## src/serial_pkg.sv

```systemverilog
package serial_pkg;
  localparam int AW     = 3;
  localparam int DW     = 8;
  localparam int BAUD_W = 13;

  // ----------------------------------------------------------
  // register offsets
  // ----------------------------------------------------------
  localparam logic [AW-1:0] A_BAUD_HI = 3'h0;
  localparam logic [AW-1:0] A_BAUD_LO = 3'h1;
  localparam logic [AW-1:0] A_CTRL1   = 3'h2;
  localparam logic [AW-1:0] A_CTRL2   = 3'h3;
  localparam logic [AW-1:0] A_STAT1   = 3'h4;
  localparam logic [AW-1:0] A_STAT2   = 3'h5;
  localparam logic [AW-1:0] A_CTRL3   = 3'h6;
  localparam logic [AW-1:0] A_DATA    = 3'h7;

  // ----------------------------------------------------------
  // field positions
  // ----------------------------------------------------------
  localparam int B_WORD9 = 4;
  localparam int B_TE    = 3;
  localparam int B_RE    = 2;
  localparam int B_SBK   = 0;
  localparam int B_TX_BUFFER_EMPTY_FLAG  = 7;
  localparam int B_TC    = 6;
  localparam int B_RX_BUFFER_FULL_FLAG  = 5;
  localparam int B_OVR   = 3;
  localparam int B_NF    = 2;
  localparam int B_FE    = 1;
  localparam int B_RX_INVERT = 4;
  localparam int B_LBRK  = 2;
  localparam int B_R8    = 7;
  localparam int B_T8    = 6;
  localparam int B_TX_INVERT = 4;

  // ----------------------------------------------------------
  // reset values, frame lengths, sample slots
  // ----------------------------------------------------------
  localparam logic [BAUD_W-1:0] BAUD_RST = 13'h0004;
  localparam logic [3:0] LEN8       = 4'ha;
  localparam logic [3:0] LEN9       = 4'hb;
  localparam logic [3:0] LONG_BREAK_SELECT      = 4'hd;
  localparam logic [3:0] BRK14      = 4'he;
  localparam logic [3:0] STOP8      = 4'h9;
  localparam logic [3:0] STOP9      = 4'ha;
  localparam logic [3:0] PHASE_LAST = 4'hf;
  localparam logic [2:0] HIST_ONES  = 3'h7;
  localparam logic [4:0] SLOT_FIRST = 5'h01;
  localparam logic [4:0] SLOT_EDGE2 = 5'h02;
  localparam logic [4:0] SLOT_V1    = 5'h03;
  localparam logic [4:0] SLOT_V2    = 5'h05;
  localparam logic [4:0] SLOT_V3    = 5'h07;
  localparam logic [4:0] SLOT_M1    = 5'h08;
  localparam logic [4:0] SLOT_M2    = 5'h09;
  localparam logic [4:0] SLOT_M3    = 5'h0a;
  localparam logic [4:0] SLOT_LATE  = 5'h0b;
  localparam logic [4:0] SLOT_LAST  = 5'h10;

  typedef struct packed {
    logic [BAUD_W-1:0] baud;
    logic              word9;
    logic              te;
    logic              re;
    logic              send_break_control;
    logic              tx_invert;
    logic              rx_invert;
    logic              long_break;
    logic              t8;
  } ctrl_t;

  typedef struct packed {
    logic rx_buffer_full_flag;
    logic ovr;
    logic nf;
    logic fe;
  } rx_flags_t;

  typedef enum logic {RX_HUNT, RX_FRAME} rx_state_t;
endpackage : serial_pkg

```

## src/async_serial_txrx_core.sv

```systemverilog
`timescale 1ns/1ps
// Overview of operation
// one baud generator fed from the bus clock times both transmitter and receiver
// transmit line idles high after reset; tx_invert flips every transmitted level
// setting transmitter_enable queues one idle preamble frame, then waits for data
// transmit frame is 10 bits in 8-bit mode, 11 in 9-bit mode
// free shifter loads waiting data on the bit clock and sets buffer empty
// nothing waiting after a stop bit: set transmit complete, idle high
// clearing transmitter_enable keeps the pin until data, idle and break are done
// sbk pulse queues a break; still set at break load queues another
// break lasts 10, 11, 13 or 14 bit times by long break and word size
// enable cleared then set again queues one idle character
// pin stays driven while enable is briefly low and shifter busy
// received frame: zero start, 8 or 9 bits LSB first, one stop; rx_invert first
// after stop bit, empty buffer takes character and sets buffer full
// buffer still full on completion: set overrun, drop new character
// buffer full flag clears by host access sequence, no write needed
// clear is status read with flag set, then data read
// receiver samples at sixteen slots per bit
// falling edge is a zero after three consecutive ones
// start accepted when two of slots 3, 5, 7 are zero
// each bit voted at slots 8, 9, 10; start bit forced zero
// any disagreeing sample sets noise at buffer transfer
// edge detector runs all frame and resyncs slot count on edges; code ignores edges at slots 4 to 10
// zero in stop position sets framing error with buffer full
// framing error on non-break preloads edge history with three ones
// while framing error set, completed characters are not transferred
// baud divider modulo value gives 16x tick; bit clock is tick over sixteen
module async_serial_txrx_core (
  // clock, reset, enable
  input  wire logic                      clock_i,
  input  wire logic                      rst_i,
  input  wire logic                      ce_i,
  // register port
  input  wire logic [serial_pkg::AW-1:0] addr_i,
  input  wire logic [serial_pkg::DW-1:0] wdata_i,
  input  wire logic                      wr_i,
  input  wire logic                      rd_i,
  output logic      [serial_pkg::DW-1:0] rdata_o,
  // serial link
  input  wire logic                      rx_i,
  output logic                           tx_o,
  output logic                           tx_oe_o
);
  serial_pkg::ctrl_t     ctrl;
  serial_pkg::rx_flags_t flags;
  serial_pkg::rx_state_t rx_state;

  logic       tick16;
  logic       bit_tick;
  logic [3:0] tx_phase;
  logic [7:0] tdr;
  logic       tdr8;
  logic       tx_buffer_empty_flag;
  logic       tc;
  logic       idle_q;
  logic       break_q;
  logic [13:0] tx_shift;
  logic       tx_fill;
  logic [3:0] tx_cnt;
  logic       tx_line;
  logic [3:0] frame_len;
  logic [3:0] brk_len;
  logic       tx_load;
  logic       data_go;
  logic       data_wr;
  logic       ctrl2_wr;
  logic       te_rise;
  logic       sbk_rise;

  // ----------------------------------------------------------
  // baud generation
  // ----------------------------------------------------------
  // shared generator
  baud_tick_gen u_baud (
    .clock_i   (clock_i),
    .rst_i     (rst_i),
    .ce_i      (ce_i),
    .divisor_i (ctrl.baud),
    .tick_o    (tick16)
  );

  // bit clock from tick
  always_ff @(posedge clock_i) begin
    if (rst_i) begin
      tx_phase <= '0;
    end else if (tick16) begin
      tx_phase <= tx_phase + 1'b1;
    end
  end
  assign bit_tick = tick16 && (tx_phase == serial_pkg::PHASE_LAST);

  // ----------------------------------------------------------
  // control registers
  // ----------------------------------------------------------
  assign data_wr  = ce_i && wr_i && (addr_i == serial_pkg::A_DATA);
  assign ctrl2_wr = ce_i && wr_i && (addr_i == serial_pkg::A_CTRL2);
  assign te_rise  = ctrl2_wr && wdata_i[serial_pkg::B_TE] && !ctrl.te;
  assign sbk_rise = ctrl2_wr && wdata_i[serial_pkg::B_SBK] && !ctrl.send_break_control;

  always_ff @(posedge clock_i) begin
    if (rst_i) begin
      ctrl <= '0;
      ctrl.baud <= serial_pkg::BAUD_RST;
    end else if (ce_i && wr_i) begin
      case (addr_i)
        serial_pkg::A_BAUD_HI: ctrl.baud[12:8] <= wdata_i[4:0];
        serial_pkg::A_BAUD_LO: ctrl.baud[7:0] <= wdata_i;
        serial_pkg::A_CTRL1: ctrl.word9 <= wdata_i[serial_pkg::B_WORD9];
        serial_pkg::A_CTRL2: begin
          ctrl.te  <= wdata_i[serial_pkg::B_TE];
          ctrl.re  <= wdata_i[serial_pkg::B_RE];
          ctrl.send_break_control <= wdata_i[serial_pkg::B_SBK];
        end
        serial_pkg::A_STAT2: begin
          ctrl.rx_invert  <= wdata_i[serial_pkg::B_RX_INVERT];
          ctrl.long_break <= wdata_i[serial_pkg::B_LBRK];
        end
        serial_pkg::A_CTRL3: begin
          ctrl.t8        <= wdata_i[serial_pkg::B_T8];
          ctrl.tx_invert <= wdata_i[serial_pkg::B_TX_INVERT];
        end
        default: ;
      endcase
    end
  end

  // ----------------------------------------------------------
  // transmitter
  // ----------------------------------------------------------
  // frame length by word size
  assign frame_len = ctrl.word9 ? serial_pkg::LEN9 : serial_pkg::LEN8;
  // break length table
  always_comb begin
    if (!ctrl.long_break) begin
      brk_len = frame_len;
    end else begin
      brk_len = ctrl.word9 ? serial_pkg::BRK14 : serial_pkg::LONG_BREAK_SELECT;
    end
  end
  assign tx_load = bit_tick && (tx_cnt <= 4'h1);
  assign data_go = tx_load && !idle_q && !break_q && !tx_buffer_empty_flag && ctrl.te;

  always_ff @(posedge clock_i) begin
    if (rst_i) begin
      tx_shift <= '1;
      tx_fill  <= 1'b1;
      tx_cnt   <= '0;
      tx_line  <= 1'b1;
    end else if (tx_load) begin
      if (idle_q) begin
        tx_line  <= 1'b1;
        tx_shift <= '1;
        tx_fill  <= 1'b1;
        tx_cnt   <= frame_len;
      end else if (break_q) begin
        tx_line  <= 1'b0;
        tx_shift <= '0;
        tx_fill  <= 1'b0;
        tx_cnt   <= brk_len;
      end else if (data_go) begin
        // start bit out now, data and stop queued
        tx_line  <= 1'b0;
        tx_shift <= ctrl.word9 ? {5'h1f, tdr8, tdr} : {6'h3f, tdr};
        tx_fill  <= 1'b1;
        tx_cnt   <= frame_len;
      end else begin
        // idle at mark level
        tx_line <= 1'b1;
        tx_cnt  <= '0;
      end
    end else if (bit_tick && tx_cnt != '0) begin
      tx_line  <= tx_shift[0];
      tx_shift <= {tx_fill, tx_shift[13:1]};
      tx_cnt   <= tx_cnt - 1'b1;
    end
  end

  // a write landing on the load cycle refills the buffer, so the write wins here
  always_ff @(posedge clock_i) begin
    if (rst_i) begin
      tdr  <= '0;
      tdr8 <= 1'b0;
      tx_buffer_empty_flag <= 1'b1;
    end else if (ce_i) begin
      // buffer empty on load
      if (data_go) begin
        tx_buffer_empty_flag <= 1'b1;
      end
      if (data_wr) begin
        tdr  <= wdata_i;
        tdr8 <= ctrl.t8;
        tx_buffer_empty_flag <= 1'b0;
      end
    end
  end

  always_ff @(posedge clock_i) begin
    if (rst_i) begin
      idle_q  <= 1'b0;
      break_q <= 1'b0;
      tc      <= 1'b1;
    end else if (ce_i) begin
      if (tx_load && idle_q) begin
        idle_q <= 1'b0;
      end
      // enable edge queues idle
      if (te_rise) begin
        idle_q <= 1'b1;
      end
      if (tx_load && !idle_q && break_q) begin
        break_q <= ctrl.send_break_control;
      end
      // host pulse queues break
      if (sbk_rise) begin
        break_q <= 1'b1;
      end
      if (data_wr || te_rise || sbk_rise) begin
        tc <= 1'b0;
      end
      // complete when nothing follows
      if (tx_load && !idle_q && !break_q && !data_go && tx_cnt != '0) begin
        tc <= 1'b1;
      end
    end
  end

  // pin held while work remains
  assign tx_oe_o = ctrl.te || (tx_cnt != '0) || idle_q || break_q;
  // polarity control
  assign tx_o = tx_line ^ ctrl.tx_invert;

  // ----------------------------------------------------------
  // receiver
  // ----------------------------------------------------------
  logic       rxd;
  logic       samp_en;
  logic [2:0] hist;
  logic       fall;
  logic [4:0] rt;
  logic [3:0] bitnum;
  logic [3:0] stop_idx;
  logic [1:0] samp;
  logic [8:0] rx_shift;
  logic       noise_acc;
  logic       all_zero;
  logic       maj;
  logic       dis;
  logic       capture;
  logic       rx_done;
  logic       noise_final;
  logic [7:0] rbuf;
  logic       r8;
  logic       armed;
  logic       rd_stat;
  logic       rd_data;

  // inversion ahead of framing
  assign rxd      = rx_i ^ ctrl.rx_invert;
  assign samp_en  = tick16 && ctrl.re;
  // three ones then zero
  assign fall     = (hist == serial_pkg::HIST_ONES) && !rxd;
  assign stop_idx = ctrl.word9 ? serial_pkg::STOP9 : serial_pkg::STOP8;
  assign capture  = (bitnum == '0 && (rt == serial_pkg::SLOT_V1 || rt == serial_pkg::SLOT_V2))
                    || rt == serial_pkg::SLOT_M1 || rt == serial_pkg::SLOT_M2;
  assign rx_done  = samp_en && rx_state == serial_pkg::RX_FRAME && rt == serial_pkg::SLOT_M3
                    && bitnum == stop_idx;
  assign noise_final = noise_acc | dis;

  vote3 u_vote (
    .samples_i  ({samp, rxd}),
    .majority_o (maj),
    .disagree_o (dis)
  );

  always_ff @(posedge clock_i) begin
    if (rst_i) begin
      rx_state  <= serial_pkg::RX_HUNT;
      hist      <= '0;
      rt        <= serial_pkg::SLOT_FIRST;
      bitnum    <= '0;
      samp      <= '0;
      rx_shift  <= '0;
      noise_acc <= 1'b0;
      all_zero  <= 1'b1;
    end else if (ce_i && !ctrl.re) begin
      rx_state <= serial_pkg::RX_HUNT;
    end else if (samp_en) begin
      hist <= {hist[1:0], rxd};
      case (rx_state)
        serial_pkg::RX_HUNT: begin
          if (fall) begin
            rx_state  <= serial_pkg::RX_FRAME;
            rt        <= serial_pkg::SLOT_EDGE2;
            bitnum    <= '0;
            noise_acc <= 1'b0;
            all_zero  <= 1'b1;
          end
        end
        serial_pkg::RX_FRAME: begin
          if (capture) begin
            samp <= {samp[0], rxd};
          end
          // resync on edges away from the vote window
          if (fall && (rt >= serial_pkg::SLOT_LATE || rt <= serial_pkg::SLOT_V1)) begin
            rt <= serial_pkg::SLOT_EDGE2;
            if (rt >= serial_pkg::SLOT_LATE) begin
              bitnum <= bitnum + 1'b1;
            end
          // sixteen slots per bit
          end else if (rt == serial_pkg::SLOT_LAST) begin
            rt     <= serial_pkg::SLOT_FIRST;
            bitnum <= bitnum + 1'b1;
          end else begin
            rt <= rt + 1'b1;
          end
          // start verification
          if (bitnum == '0 && rt == serial_pkg::SLOT_V3) begin
            if (maj) begin
              rx_state <= serial_pkg::RX_HUNT;
            end else begin
              noise_acc <= noise_acc | dis;
            end
          end
          if (rt == serial_pkg::SLOT_M3) begin
            if (bitnum == '0) begin
              // start forced zero; any one is noise
              noise_acc <= noise_acc | (|{samp, rxd});
            end else if (bitnum != stop_idx) begin
              // LSB first
              rx_shift  <= {maj, rx_shift[8:1]};
              noise_acc <= noise_acc | dis;
              all_zero  <= all_zero & !maj;
            end else begin
              rx_state <= serial_pkg::RX_HUNT;
              // fast restart after non-break framing error
              if (!maj && !all_zero) begin
                hist <= serial_pkg::HIST_ONES;
              end
            end
          end
        end
        default: rx_state <= serial_pkg::RX_HUNT;
      endcase
    end
  end

  // ----------------------------------------------------------
  // receive buffer and status
  // ----------------------------------------------------------
  assign rd_stat = ce_i && rd_i && (addr_i == serial_pkg::A_STAT1);
  assign rd_data = ce_i && rd_i && (addr_i == serial_pkg::A_DATA);

  always_ff @(posedge clock_i) begin
    if (rst_i) begin
      flags <= '0;
      rbuf  <= '0;
      r8    <= 1'b0;
      armed <= 1'b0;
    end else if (ce_i) begin
      // status read arms, data read clears
      if (rd_stat) begin
        armed <= |flags;
      end else if (rd_data) begin
        armed <= 1'b0;
      end
      if (rd_data && armed) begin
        flags <= '0;
      end
      // held off while framing error stands
      if (rx_done && !flags.fe) begin
        if (flags.rx_buffer_full_flag) begin
          // new character lost
          flags.ovr <= 1'b1;
        end else begin
          // transfer with error flags
          rbuf       <= ctrl.word9 ? rx_shift[7:0] : rx_shift[8:1];
          r8         <= ctrl.word9 & rx_shift[8];
          flags.rx_buffer_full_flag <= 1'b1;
          flags.nf   <= noise_final;
          flags.fe   <= !maj;
        end
      end
    end
  end

  // ----------------------------------------------------------
  // register read port
  // ----------------------------------------------------------
  logic [7:0] rd_val;
  always_comb begin
    rd_val = '0;
    case (addr_i)
      serial_pkg::A_BAUD_HI: rd_val[4:0] = ctrl.baud[12:8];
      serial_pkg::A_BAUD_LO: rd_val = ctrl.baud[7:0];
      serial_pkg::A_CTRL1: rd_val[serial_pkg::B_WORD9] = ctrl.word9;
      serial_pkg::A_CTRL2: begin
        rd_val[serial_pkg::B_TE]  = ctrl.te;
        rd_val[serial_pkg::B_RE]  = ctrl.re;
        rd_val[serial_pkg::B_SBK] = ctrl.send_break_control;
      end
      serial_pkg::A_STAT1: begin
        rd_val[serial_pkg::B_TX_BUFFER_EMPTY_FLAG] = tx_buffer_empty_flag;
        rd_val[serial_pkg::B_TC]   = tc;
        rd_val[serial_pkg::B_RX_BUFFER_FULL_FLAG] = flags.rx_buffer_full_flag;
        rd_val[serial_pkg::B_OVR]  = flags.ovr;
        rd_val[serial_pkg::B_NF]   = flags.nf;
        rd_val[serial_pkg::B_FE]   = flags.fe;
      end
      serial_pkg::A_STAT2: begin
        rd_val[serial_pkg::B_RX_INVERT] = ctrl.rx_invert;
        rd_val[serial_pkg::B_LBRK]  = ctrl.long_break;
      end
      serial_pkg::A_CTRL3: begin
        rd_val[serial_pkg::B_R8]    = r8;
        rd_val[serial_pkg::B_T8]    = ctrl.t8;
        rd_val[serial_pkg::B_TX_INVERT] = ctrl.tx_invert;
      end
      serial_pkg::A_DATA: rd_val = rbuf;
      default: rd_val = '0;
    endcase
  end

  always_ff @(posedge clock_i) begin
    if (rst_i) begin
      rdata_o <= '0;
    end else if (ce_i && rd_i) begin
      rdata_o <= rd_val;
    end
  end
endmodule : async_serial_txrx_core

```

## src/baud_tick_gen.sv

```systemverilog
`timescale 1ns/1ps
module baud_tick_gen (
  // clock, reset, enable
  input  wire logic                          clock_i,
  input  wire logic                          rst_i,
  input  wire logic                          ce_i,
  // divisor and tick
  input  wire logic [serial_pkg::BAUD_W-1:0] divisor_i,
  output logic                               tick_o
);
  logic [serial_pkg::BAUD_W-1:0] count;
  logic                          wrap;

  assign wrap = (count == divisor_i - 1'b1);
  // combinational so a frozen clock enable never repeats a tick
  assign tick_o = ce_i && (divisor_i != '0) && wrap;

  // modulo divider
  always_ff @(posedge clock_i) begin
    if (rst_i) begin
      count <= '0;
    end else if (ce_i) begin
      if (divisor_i == '0 || wrap || count >= divisor_i) begin
        count <= '0;
      end else begin
        count <= count + 1'b1;
      end
    end
  end
endmodule : baud_tick_gen

```

## src/vote3.sv

```systemverilog
`timescale 1ns/1ps
module vote3 (
  // three samples in
  input  wire logic [2:0] samples_i,
  // resolved level
  output logic            majority_o,
  output logic            disagree_o
);
  // two of three
  assign majority_o = (samples_i[0] & samples_i[1]) | (samples_i[0] & samples_i[2]) | (samples_i[1] & samples_i[2]);
  // a sample off the majority
  assign disagree_o = (|samples_i) & ~(&samples_i);
endmodule : vote3

```

## config.mk

```make
export PLATFORM = sky130hd
export DESIGN_NAME = async_serial_txrx_core
export DESIGN_NICKNAME = d
export VERILOG_FILES = /design/src/serial_pkg.sv /design/src/async_serial_txrx_core.sv /design/src/baud_tick_gen.sv /design/src/vote3.sv
export SDC_FILE = /design/constraint.sdc
export NUM_CORES = 1
export LEC_CHECK = 0
export ABC_AREA = 0
export BUFFER_PORTS_ARGS = -buffer_cell sky130_fd_sc_hd__clkbuf_2
export CAP_MARGIN = 20
export CORE_UTILIZATION = 69
export CTS_BUF_LIST = sky130_fd_sc_hd__clkbuf_8
export DETAILED_ROUTE_END_ITERATION = 8
export GPL_ROUTABILITY_DRIVEN = 0
export PLACE_DENSITY = 0.87
export SLEW_MARGIN = 20
export SYNTH_ARGS = -nofsm -noshare
export SYNTH_HDL_FRONTEND = slang
export SYNTH_SLANG_ARGS = --single-unit
```

## constraint.sdc

```tcl
create_clock -name clock_i -period 6.2 [get_ports clock_i]
set_input_delay 1.24 -clock clock_i [delete_from_list [all_inputs] [get_ports clock_i]]
set_output_delay 1.24 -clock clock_i [all_outputs]
set_load 0.03 [all_outputs]
```

==> impl_metrics.csv, run 1 <==
group,metric,value,unit
worst_setup_path,crit_chain,"inv_1 > ha_1 > nor3b_1 > nand3_1 > o31a_1 > nor4_1 > o211ai_1 > buf_4 > a21oi_1 > nor3_1",
run_status,status,"finished, final reports clean",
worst_setup_path,cpPeakStageDelay,0.85,ns
sta,final.min_clock_period,4.288,ns
sta,tns,0,ns
die,rows,36,
die,io_pins,27,
clock_network,clockRootBuffer,"clkbuf_8",
power,vdd_drop_max,0.1665,mV
synth,yosys.area.top_type_share,34.73,%
final_layout,n_fill_cell,709,
routing,firstDrtPassIters,6,
worst_setup_path,critPathLaunchType,"register",
sta,max_freq,233.2,MHz
worst_setup_path,cp_slowest_cell,"a21oi_1",
worst_setup_path,end_kind,"register",
sta,max-slew-margin-rel,27.34,%
sta,worst_slack,1.912,ns
synth,netlist_area,6860,µm²
power,p_leak,2.679,nW
global_route,grt_use_total,37.60,%
power,power,0.001603,W
sta,finalHoldViolCount,0,
clock_network,cts_tree,"built",
synth,yosysWarnings,0,
sta,min_period_over_period,69.16,%
global_route,antenna_found_initial,1,
routing,drt-total-wl,18.54,mm
global_route,grt-ovfl-total,0,
worst_setup_path,r2r_start,"ctrl[8]",
worst_setup_path,crit_fanout,25,
synth,async_flop_share,0,%
clock_network,clk_latency,0.46,ns
worst_setup_path,r2r_slack,1.91,ns
sta,worst_clock_skew,0.01094,ns
place,dp_worst_setup_slack,1.955,ns
synth,synth.distinct_cells,72,
die,die_h,101.7,µm
worst_setup_path,worstReg2RegEnd,"u_baud.count[7]",
synth,synth_nets,905,
routing,wl_per_cell,18.56,µm
clock_network,cts_made_buffers,17,
synth,synth.avg_cell_area,7.968,µm²
clock_network,cts_resized,0,
synth,ys.flop_type,"dfxtp_1",
die,die_area,10340,µm²
place,hpwlAfterDp,12.73,mm
die,coreArea,9684,µm²
clock_network,clock_sinks,119,
place,io_buffer_count,26,
routing,ant_nets,0,
synth,syn_inst,861,
job,drv_cap,0,
worst_setup_path,startpoint,"ctrl[8]",
final_layout,syn_to_final_growth,7.204,%
global_route,grt_max_degree,72,
worst_setup_path,critical_path_class,"reg2reg",
worst_setup_path,endpoint,"u_baud.count[7]",
synth,synthTopCellsByArea,"dfxtp_1 35%, a21oi_1 6.0%, nor2_1 5.0%",
global_route,grt_pass1_wl,29.63,mm
final_layout,fin_util,75.94,%
final_layout,layout.nets,898,
synth,yosysSeqAreaShare,34.73,%
routing,num_vias,6660,
clock_network,postCtsSetupBuffers,0,
clock_network,clk_pin_slew_worst_paths,0.07,ns
clock_network,cts_buffer_depth,2,
routing,drc,0,
power,power_density,218.0,nW/µm²
synth,synth-seq-cells,119,
worst_setup_path,cp_data_required_time,6.49,ns
global_route,grt_pass1_vias,6046,
sta,rsz0062_at_grt,"no",
die,die_x,101.7,µm
worst_setup_path,reg2regPathDepth,10,
routing,drtIter0Drc,705,
clock_network,hold_buffers,0,
final_layout,drive_above_1_share,10.06,%
final_layout,final_area,7355,µm²
die,initial_utilization,70.84,%
synth,yosysTopAreaCell,"dfxtp_1",
sta,tightestPinTransition,1.085,ns
sta,setup_viol,0,
hold_path,worstHoldPathType,"reg2reg",
worst_setup_path,arrival,4.58,ns
routing,vias_per_cell,6.667,
clock_network,htree_levels,4,
place,dpl_cell_area,6952,µm²
sta,slew_violations,0,
synth,synth-edff-count,0,
==> how the worst min path moves through the flow <==
stage	cells past startpoint	start	slack, ns	to
after floorplan	2	rx_shift[0]	0.43	rx_shift[0]
after global placement	2	rx_shift[0]	0.44	rx_shift[0]
after detailed placement	2	rx_shift[0]	0.44	rx_shift[0]
after CTS	2	rx_shift[0]	0.45	rx_shift[0]
after global routing	2	tdr8	0.48	tdr8
final	2	rx_shift[0]	0.45	rx_shift[0]
==> sequential cells by signal, indices dropped and copies added (netlist names), 2 cells and up <==
signal and cells:
tx_phase 4, bitnum 4, tx_shift 14, rbuf 8, rx_shift 9, rt 5, tx_cnt 4, ctrl 21
tdr 8, samp 2, flags 4, hist 3, rdata_o 8, u_baud.count 13
==> layer usage <==
layer | global-route usage, % | routed length, µm | up-vias
li1 | - | - | 3107
met1 | 47.65 | 7422 | 3062
met2 | 57.54 | 8370 | 399
met5 | 0 | 0 | -
met3 | 12.01 | 1870 | 92
met4 | 18.84 | 875 | 0
==> cells in the mapped netlist (16+ instances only) <==
cell type  count
dfxtp_1      119
nor2_1        92
a21oi_1       82
nand2_1       81
o21ai_0       43
nand3_1       42
clkbuf_1      41
inv_1         33
mux2i_1       29
ha_1          27
nor3_1        22
nand4_1       20
xor2_1        16
==> cells in the final DEF (no fill, tap or decap), types with 20 or more instances in the layout <==
cell type | synthesis | routed
dfxtp_1 | 119 | 119
mux2i_1 | 29 | 29
inv_1 | 33 | 34
nor2_1 | 92 | 92
nor3_1 | 22 | 22
a21oi_1 | 82 | 82
nand2_1 | 81 | 81
clkbuf_2 | 0 | 25
ha_1 | 27 | 27
nand4_1 | 20 | 20
o21ai_0 | 43 | 43
nand3_1 | 42 | 42
==> through the flow <==
stage,hold WS (ns),cells
after floorplan,0.4284,861
after global placement,0.4376,968
after detailed placement,0.4423,968
after CTS,0.4546,998
after global routing,0.4767,998
final,0.4499,999
==> critical path: cells and delay by family, from the launching register on <==
kind	cells	cell delay [ns]
AO/OA/AOI/OAI	3	1.20
AND/OR/NAND/NOR	4	1.80
flip-flops	1	0.43
buffers and inverters	2	0.42
adder cells (fa/ha/maj)	1	0.26
==> area by class of cell <==
| cell class | count | area [µm²] | share of cell area, % |
|---|---|---|---|
| clock inverter | 11 | 132.6 | 1.803 |
| inverter | 33 | 123.9 | 1.684 |
| tap | 133 | 166.4 | 2.263 |
| clock buffer | 19 | 261.5 | 3.556 |
| antenna | 1 | 2.502 | 0.03403 |
| timing repair buffer | 29 | 155.1 | 2.110 |
| sequential | 119 | 2382 | 32.39 |
| multi-input combinational | 654 | 4130 | 56.16 |
==> where the power goes <==
part | leakage, nW | internal [W] | total (W) | switching (W)
registers | 0.961 | 0.000772 | 0.000781 | 0.00000931
clock network | 0.212 | 0.000408 | 0.000714 | 0.000306
logic | 1.51 | 0.0000297 | 0.000108 | 0.0000780
==> cells by family (layout without fill, tap and decap cells) <==
| group | count (synthesis) | count (layout) | share of synthesized area (%) |
|---|---|---|---|
| other | 0 | 1 | 0 |
| xor gates and xnor gates | 29 | 29 | 3.702 |
| and+or+nand+nor | 327 | 327 | 23.53 |
| muxes | 42 | 42 | 6.529 |
| adders and majority gates | 27 | 27 | 4.924 |
| DFF | 119 | 119 | 34.73 |
| AOI/OAI and AO/OA | 229 | 229 | 21.43 |
| buffers and inverters | 88 | 92 | 5.162 |
(Power assumes the default switching activity.)
==> run 2, diff against run 1 <==
- CORE_UTILIZATION: 69 -> 64
- PLACE_DENSITY: 0.87 -> 0.81
- clock period: 6.2 -> 4.4 ns (I/O delays scaled with it)
==> run 2 against run 1 <==
Cell count grew 0.90%; core utilization shrank 4.3 points; sequential power grew 41%; non-clock buffer count grew 6; power grew 44%; first-iteration DRC count grew 20%; critical path depth shrank 1; sequential share of layout area shrank 0.34 points; clock power grew 48%; count of clock-buffer cells in the layout grew 3; largest power group unchanged.
==> impl_metrics.csv, run 2 (synthesis results as in run 1) <==
group,metric,value,unit
run_status,status,"finished, final reports clean",
routing,wl_per_cell,18.55,µm
clock_network,clock_sinks,119,
worst_setup_path,crit_chain,"inv_1 > ha_1 > nor3b_1 > nand2_1 > nor4b_1 > o21ai_0 > a2111oi_4 > nor2_1 > o21ai_0",
worst_setup_path,worstReg2RegEnd,"tx_shift[9]",
sta,min_period_over_period,81.98,%
final_layout,final_area,7433,µm²
worst_setup_path,r2r_start,"ctrl[8]",
clock_network,clk_latency,0.46,ns
clock_network,hold_buffers,0,
place,dp_worst_setup_slack,0.9311,ns
hold_path,worstHoldPathCells,2,
sta,worst_clock_skew,0.01602,ns
sta,max-slew-margin-rel,33.60,%
sta,tns,0,ns
routing,drt-total-wl,18.69,mm
job,drv_cap,0,
final_layout,drive_above_1_share,10.67,%
worst_setup_path,critical_path_class,"reg2reg",
final_layout,final_cell_mix,"119 x dfxtp_1, 92 x nor2_1, 82 x a21oi_1, 81 x nand2_1, 43 x o21ai_0",
sta,finalHoldViolCount,0,
die,io_pins,27,
sta,setup_viol,0,
final_layout,n_fill_cell,825,
clock_network,cts_made_buffers,17,
die,initial_utilization,66.16,%
sta,worst_slack,0.7930,ns
global_route,grt_pass1_wl,30.88,mm
clock_network,postCtsSetupBuffers,0,
final_layout,top_regs,"ctrl: 21 flops, tx_shift: 14 flops, u_baud.count: 13 flops",
place,dpl_cell_area,7000,µm²
global_route,antenna_found_initial,0,
worst_setup_path,cp_data_required_time,4.78,ns
final_layout,multi_input_area,4130,µm²
final_layout,regArea,2382,µm²
die,die_x,105.5,µm
worst_setup_path,end_kind,"register",
die,coreArea,10370,µm²
worst_setup_path,reg2regPathDepth,9,
clock_network,cts_tree,"built",
routing,vias_per_cell,6.563,
worst_setup_path,r2r_slack,0.79,ns
worst_setup_path,crit_fanout,14,
die,die_h,105.5,µm
place,io_buffer_count,26,
sta,max_freq,277.2,MHz
final_layout,largest_reg_flops,21,
hold_path,worstHoldPathType,"reg2reg",
routing,firstDrtPassIters,8,
worst_setup_path,cp_slowest_cell,"a2111oi_4",
power,p_leak,2.721,nW
global_route,grt_pass1_vias,6222,
routing,ant_nets,0,
die,die_area,11140,µm²
clock_network,cts_buffer_depth,2,
final_layout,fin_util,71.68,%
power,vdd_drop_max,0.3869,mV
global_route,grt_use_total,35.41,%
final_layout,top_register,"ctrl",
routing,drc,0,
clock_network,htree_levels,4,
die,rows,37,
sta,rsz0062_at_grt,"no",
clock_network,clk_pin_slew_worst_paths,0.07,ns
final_layout,n_antenna_cell,0,
place,dp.cells,977,
routing,num_vias,6615,
final_layout,layout.nets,904,
final_layout,mostFrequentLayoutCell,"dfxtp_1",
clock_network,cts_resized,0,
clock_network,clockRootBuffer,"clkbuf_8",
sta,final.min_clock_period,3.607,ns
routing,drtIter0Drc,843,
global_route,grt_max_degree,58,
sta,slew_violations,0,
final_layout,syn_to_final_growth,8.353,%
worst_setup_path,cpPeakStageDelay,0.89,ns
hold_path,hp-start,"tdr[4]",
global_route,grt-ovfl-total,0,
hold_path,hold_end,"tdr[4]",
worst_setup_path,crit_top_cell,"o21ai_0",
worst_setup_path,arrival,3.99,ns
sta,tightestPinTransition,0.9924,ns
power,power_density,311.1,nW/µm²
final_layout,stdcell_count,1008,
place,hpwlAfterDp,13.26,mm
worst_setup_path,critPathLaunchType,"register",
run 2: worst max path at each step:
stage                  from            to  cells after the start
floorplan           ctrl[8]       rbuf[1]                     10
global placement    ctrl[8]   tx_shift[0]                      9
detailed placement  ctrl[8]  tx_shift[10]                      9
CTS                 ctrl[8]   tx_shift[9]                      9
global route        ctrl[8]   tx_shift[9]                      9
finish              ctrl[8]   tx_shift[9]                      9
run 2: final cells by class:
type                    instances  share of cell area [%]
well taps                     136                   2.289
multi-input cells             654                   55.56
repair buffers                 35                   2.693
inverters                      33                   1.666
clock buffers                  22                   4.073
clock inverters                 9                   1.666
flip-flops and latches        119                   32.05
run 2: report_power, final:
group / switching, W / internal [W] / leakage [nW]
sequential: 0.0000132 / 0.00109 / 0.961
clock: 0.000430 / 0.000627 / 0.223
combinational: 0.000111 / 0.0000440 / 1.54
total: 0.000554 / 0.00176 / 2.72
run 2: critical path: cells and delay by family (launching register included):
family | cells | cell delay [ns]
AO/OA/AOI/OAI | 3 | 1.45
adder cells (fa/ha/maj) | 1 | 0.22
flip-flops | 1 | 0.40
buffers and inverters | 1 | 0.12
AND/OR/NAND/NOR | 4 | 1.33
run 2: per-stage QoR:
step | hold WS, ns | power [W]
after floorplan | 0.4284 | 0.001224
after detailed placement | 0.4482 | 0.001273
after CTS | 0.4573 | 0.002315
after global placement | 0.4361 | 0.001268
final | 0.4564 | 0.002312
after global routing | 0.4750 | 0.002384
run 2: routing by layer:
layer  vias up  routed length [µm]  global-route usage, %
met3        58                1842                  10.02
met2       357                8323                  54.18
met1      3086                8021                  47.35
met5         -                   0                      0
li1       3114                   -                      -
met4         0                 508                  13.49
==> run 3, diff against run 2 <==
- ABC_AREA: 0 -> 1
- CORE_UTILIZATION: 64 -> 58
- PLACE_DENSITY: 0.81 -> 0.78
- clock period: 4.4 -> 3.2 ns (I/O delays scaled with it)
==> run 3 against run 2 <==
Non-clock buffer count did not move; via count increased by 0.54%; maximum frequency up 26%; largest cell class unchanged; register-to-register slack got worse by 0.45 ns; largest power group unchanged.
==> impl_metrics.csv, run 3 <==
group,metric,value,unit
final_layout,drive_above_1_share,9.952,%
synth,yosysWarnings,0,
die,coreArea,11470,µm²
clock_network,cts_tree,"built",
die,die_x,110.5,µm
final_layout,layout.nets,1066,
worst_setup_path,crit_chain,"inv_1 > ha_1 > nand2_2 > nor2_2 > nand2_1 > nand2_1 > nand3_2 > nor2_4 > nand3_4 > nor2_8 > nand2_4 > nor2_8 > nand3_2 > inv_2 > nand2_1 > nand3_1 > nand2_1 > inv_1",
routing,firstDrtPassIters,7,
power,vdd_drop_max,0.4102,mV
clock_network,clockRootBuffer,"clkbuf_8",
clock_network,htree_levels,4,
sta,tns,0,ns
clock_network,clk_pin_slew_worst_paths,0.07,ns
worst_setup_path,path_buf_inv,3,
worst_setup_path,cp_data_required_time,3.61,ns
clock_network,cts_buffer_depth,2,
worst_setup_path,cpPeakStageDelay,0.32,ns
die,io_pins,27,
synth,async_flop_share,0,%
global_route,grt_pass1_wl,28.66,mm
final_layout,largest_reg_flops,21,
clock_network,clk_latency,0.46,ns
routing,ant_nets,0,
synth,synth_commonest_cells,"204 x nand2_1, 119 x dfxtp_1, 119 x inv_1",
synth,synth-seq-cells,119,
synth,yosysTopAreaCell,"dfxtp_1",
global_route,grt_max_degree,44,
synth,synthTopCellsByArea,"dfxtp_1 35%, nand2_1 11%, inv_1 6.5%",
synth,yosys.area.top_type_share,34.87,%
synth,synth_nets,1043,
die,die_h,110.5,µm
clock_network,clock_sinks,119,
synth,ys.flop_type,"dfxtp_1",
worst_setup_path,crit_top_cell,"nand2_1",
power,p_leak,3.433,nW
clock_network,postCtsSetupBuffers,0,
routing,wl_per_cell,14.82,µm
worst_setup_path,critical_path_class,"reg2reg",
job,drv_cap,0,
worst_setup_path,cp_slowest_cell,"dfxtp_1",
power,power,0.003156,W
routing,drc,0,
sta,worst_clock_skew,0.01138,ns
final_layout,n_antenna_cell,0,
routing,drt-total-wl,17.46,mm
power,power_density,421.6,nW/µm²
sta,slew_violations,0,
worst_setup_path,r2r_start,"ctrl[8]",
die,initial_utilization,59.57,%
routing,drtIter0Drc,576,
final_layout,top_register,"ctrl",
sta,finalHoldViolCount,0,
die,die_area,12220,µm²
place,hpwlAfterDp,12.79,mm
synth,netlist_area,6832,µm²
run_status,status,"finished, final reports clean",
final_layout,syn_to_final_growth,9.597,%
global_route,grt_pass1_vias,6092,
sta,max_freq,350.1,MHz
worst_setup_path,crit_fanout,14,
synth,yosysSeqAreaShare,34.87,%
hold_path,hp-start,"wdata_i[7]",
global_route,antenna_found_initial,0,
sta,tightestPinTransition,0.6814,ns
sta,rsz0062_at_grt,"no",
die,rows,39,
final_layout,mostFrequentLayoutCell,"nand2_1",
clock_network,cts_made_buffers,17,
final_layout,final_cell_mix,"204 x nand2_1, 126 x inv_1, 119 x dfxtp_1, 118 x nor2_1, 84 x o21ai_0",
worst_setup_path,startpoint,"ctrl[8]",
routing,vias_per_cell,5.646,
hold_path,worstHoldPathType,"in2reg",
final_layout,n_fill_cell,1043,
place,io_buffer_count,26,
global_route,grt-ovfl-total,0,
synth,syn_inst,999,
synth,synth.avg_cell_area,6.838,µm²
sta,max-slew-margin-rel,54.29,%
routing,num_vias,6651,
worst_setup_path,end_kind,"register",
synth,synth.distinct_cells,46,
sta,final.min_clock_period,2.856,ns
global_route,grt_use_total,29.11,%
worst_setup_path,arrival,3.26,ns
final_layout,top_regs,"ctrl: 21 flops, tx_shift: 14 flops, u_baud.count: 13 flops",
sta,min_period_over_period,89.25,%
sta,setup_viol,0,
synth,yosysMostFrequentCell,"nand2_1",
worst_setup_path,path_delay_family,"simple AND/OR/NAND/NOR gates",
synth,synth-edff-count,0,
worst_setup_path,critPathLaunchType,"register",
[run 3: area by class of cell]
type / instances / area (µm²) / area share (%)
repair buffers: 35 / 210.2 / 2.807
clock inverters: 15 / 172.7 / 2.306
multi-input cells: 721 / 3829 / 51.14
inverters: 128 / 480.5 / 6.417
flip-flops and latches: 119 / 2382 / 31.82
clock buffers: 17 / 234.0 / 3.125
well taps: 143 / 178.9 / 2.390
[run 3: timing repair]
action / CTS / global route
gates resized for setup: 0 / 1
hold buffers: 0 / 0
setup endpoints to repair: 0 / 1
hold endpoints to repair: 0 / 0
[run 3: power breakdown]
group | total (W) | internal (W) | leakage [nW] | switching [W]
registers | 0.00151 | 0.00149 | 0.961 | 0.0000144
logic | 0.000207 | 0.0000627 | 2.24 | 0.000144
clock network | 0.00144 | 0.000827 | 0.229 | 0.000614
[run 3: kinds of logic (layout without fill, tap and decap cells)]
group	Yosys count	in the layout	synth area share (%)
AND/OR/NAND/NOR	467	467	30.84
AO/OA/AOI/OAI	205	205	17.36
buffers and inverters	159	195	9.158
flip-flops	119	119	34.87
adder cells (fa/ha/maj)	27	27	4.945
XOR/XNOR	22	22	2.821
[run 3: path summary, 6_finish.rpt]
kind / endpoint / slack (ns) / cells after the start
worst max-delay path: flags[1] / 0.34 / 18
worst min-delay path: tdr[7] / 0.44 / 3
worst max register to register: flags[1] / 0.34 / 18
worst min register to register: tx_shift[2] / 0.46 / 2
[run 3: through the flow]
step	setup slack, ns	utilization [%]	hold slack [ns]	instances	area, µm²
2_1_floorplan	0.8612	-	0.4267	999	6832
3_3_place_gp	0.4483	61.70	0.4401	1146	7076
3_5_place_dp	0.3508	61.70	0.4435	1146	7076
4_1_cts	0.3427	65.25	0.4240	1178	7482
5_1_grt	0.05308	65.29	0.4776	1178	7487
6_report	0.3439	65.29	0.4379	1178	7487
[run 3: routing by layer]
layer | vias up | track usage [%] | part of all wire, %
met3 | 44 | 6.422 | 6.9
met5 | - | 0 | 0
met4 | 0 | 11.02 | 2.5
met1 | 3025 | 36.48 | 44
li1 | 3350 | - | -
met2 | 232 | 48.74 | 47
[run 3: worst reg2reg max path, cell delays in order (launching register included)]
cell	delay (ns)
dfxtp_1	0.32
inv_1	0.20
ha_1	0.31
nand2_2	0.14
nor2_2	0.14
nand2_1	0.06
nand2_1	0.10
nand3_2	0.10
nor2_4	0.15
nand3_4	0.11
nor2_8	0.16
nand2_4	0.13
nor2_8	0.16
nand3_2	0.27
inv_2	0.21
nand2_1	0.09
nand3_1	0.08
nand2_1	0.05
inv_1	0.04
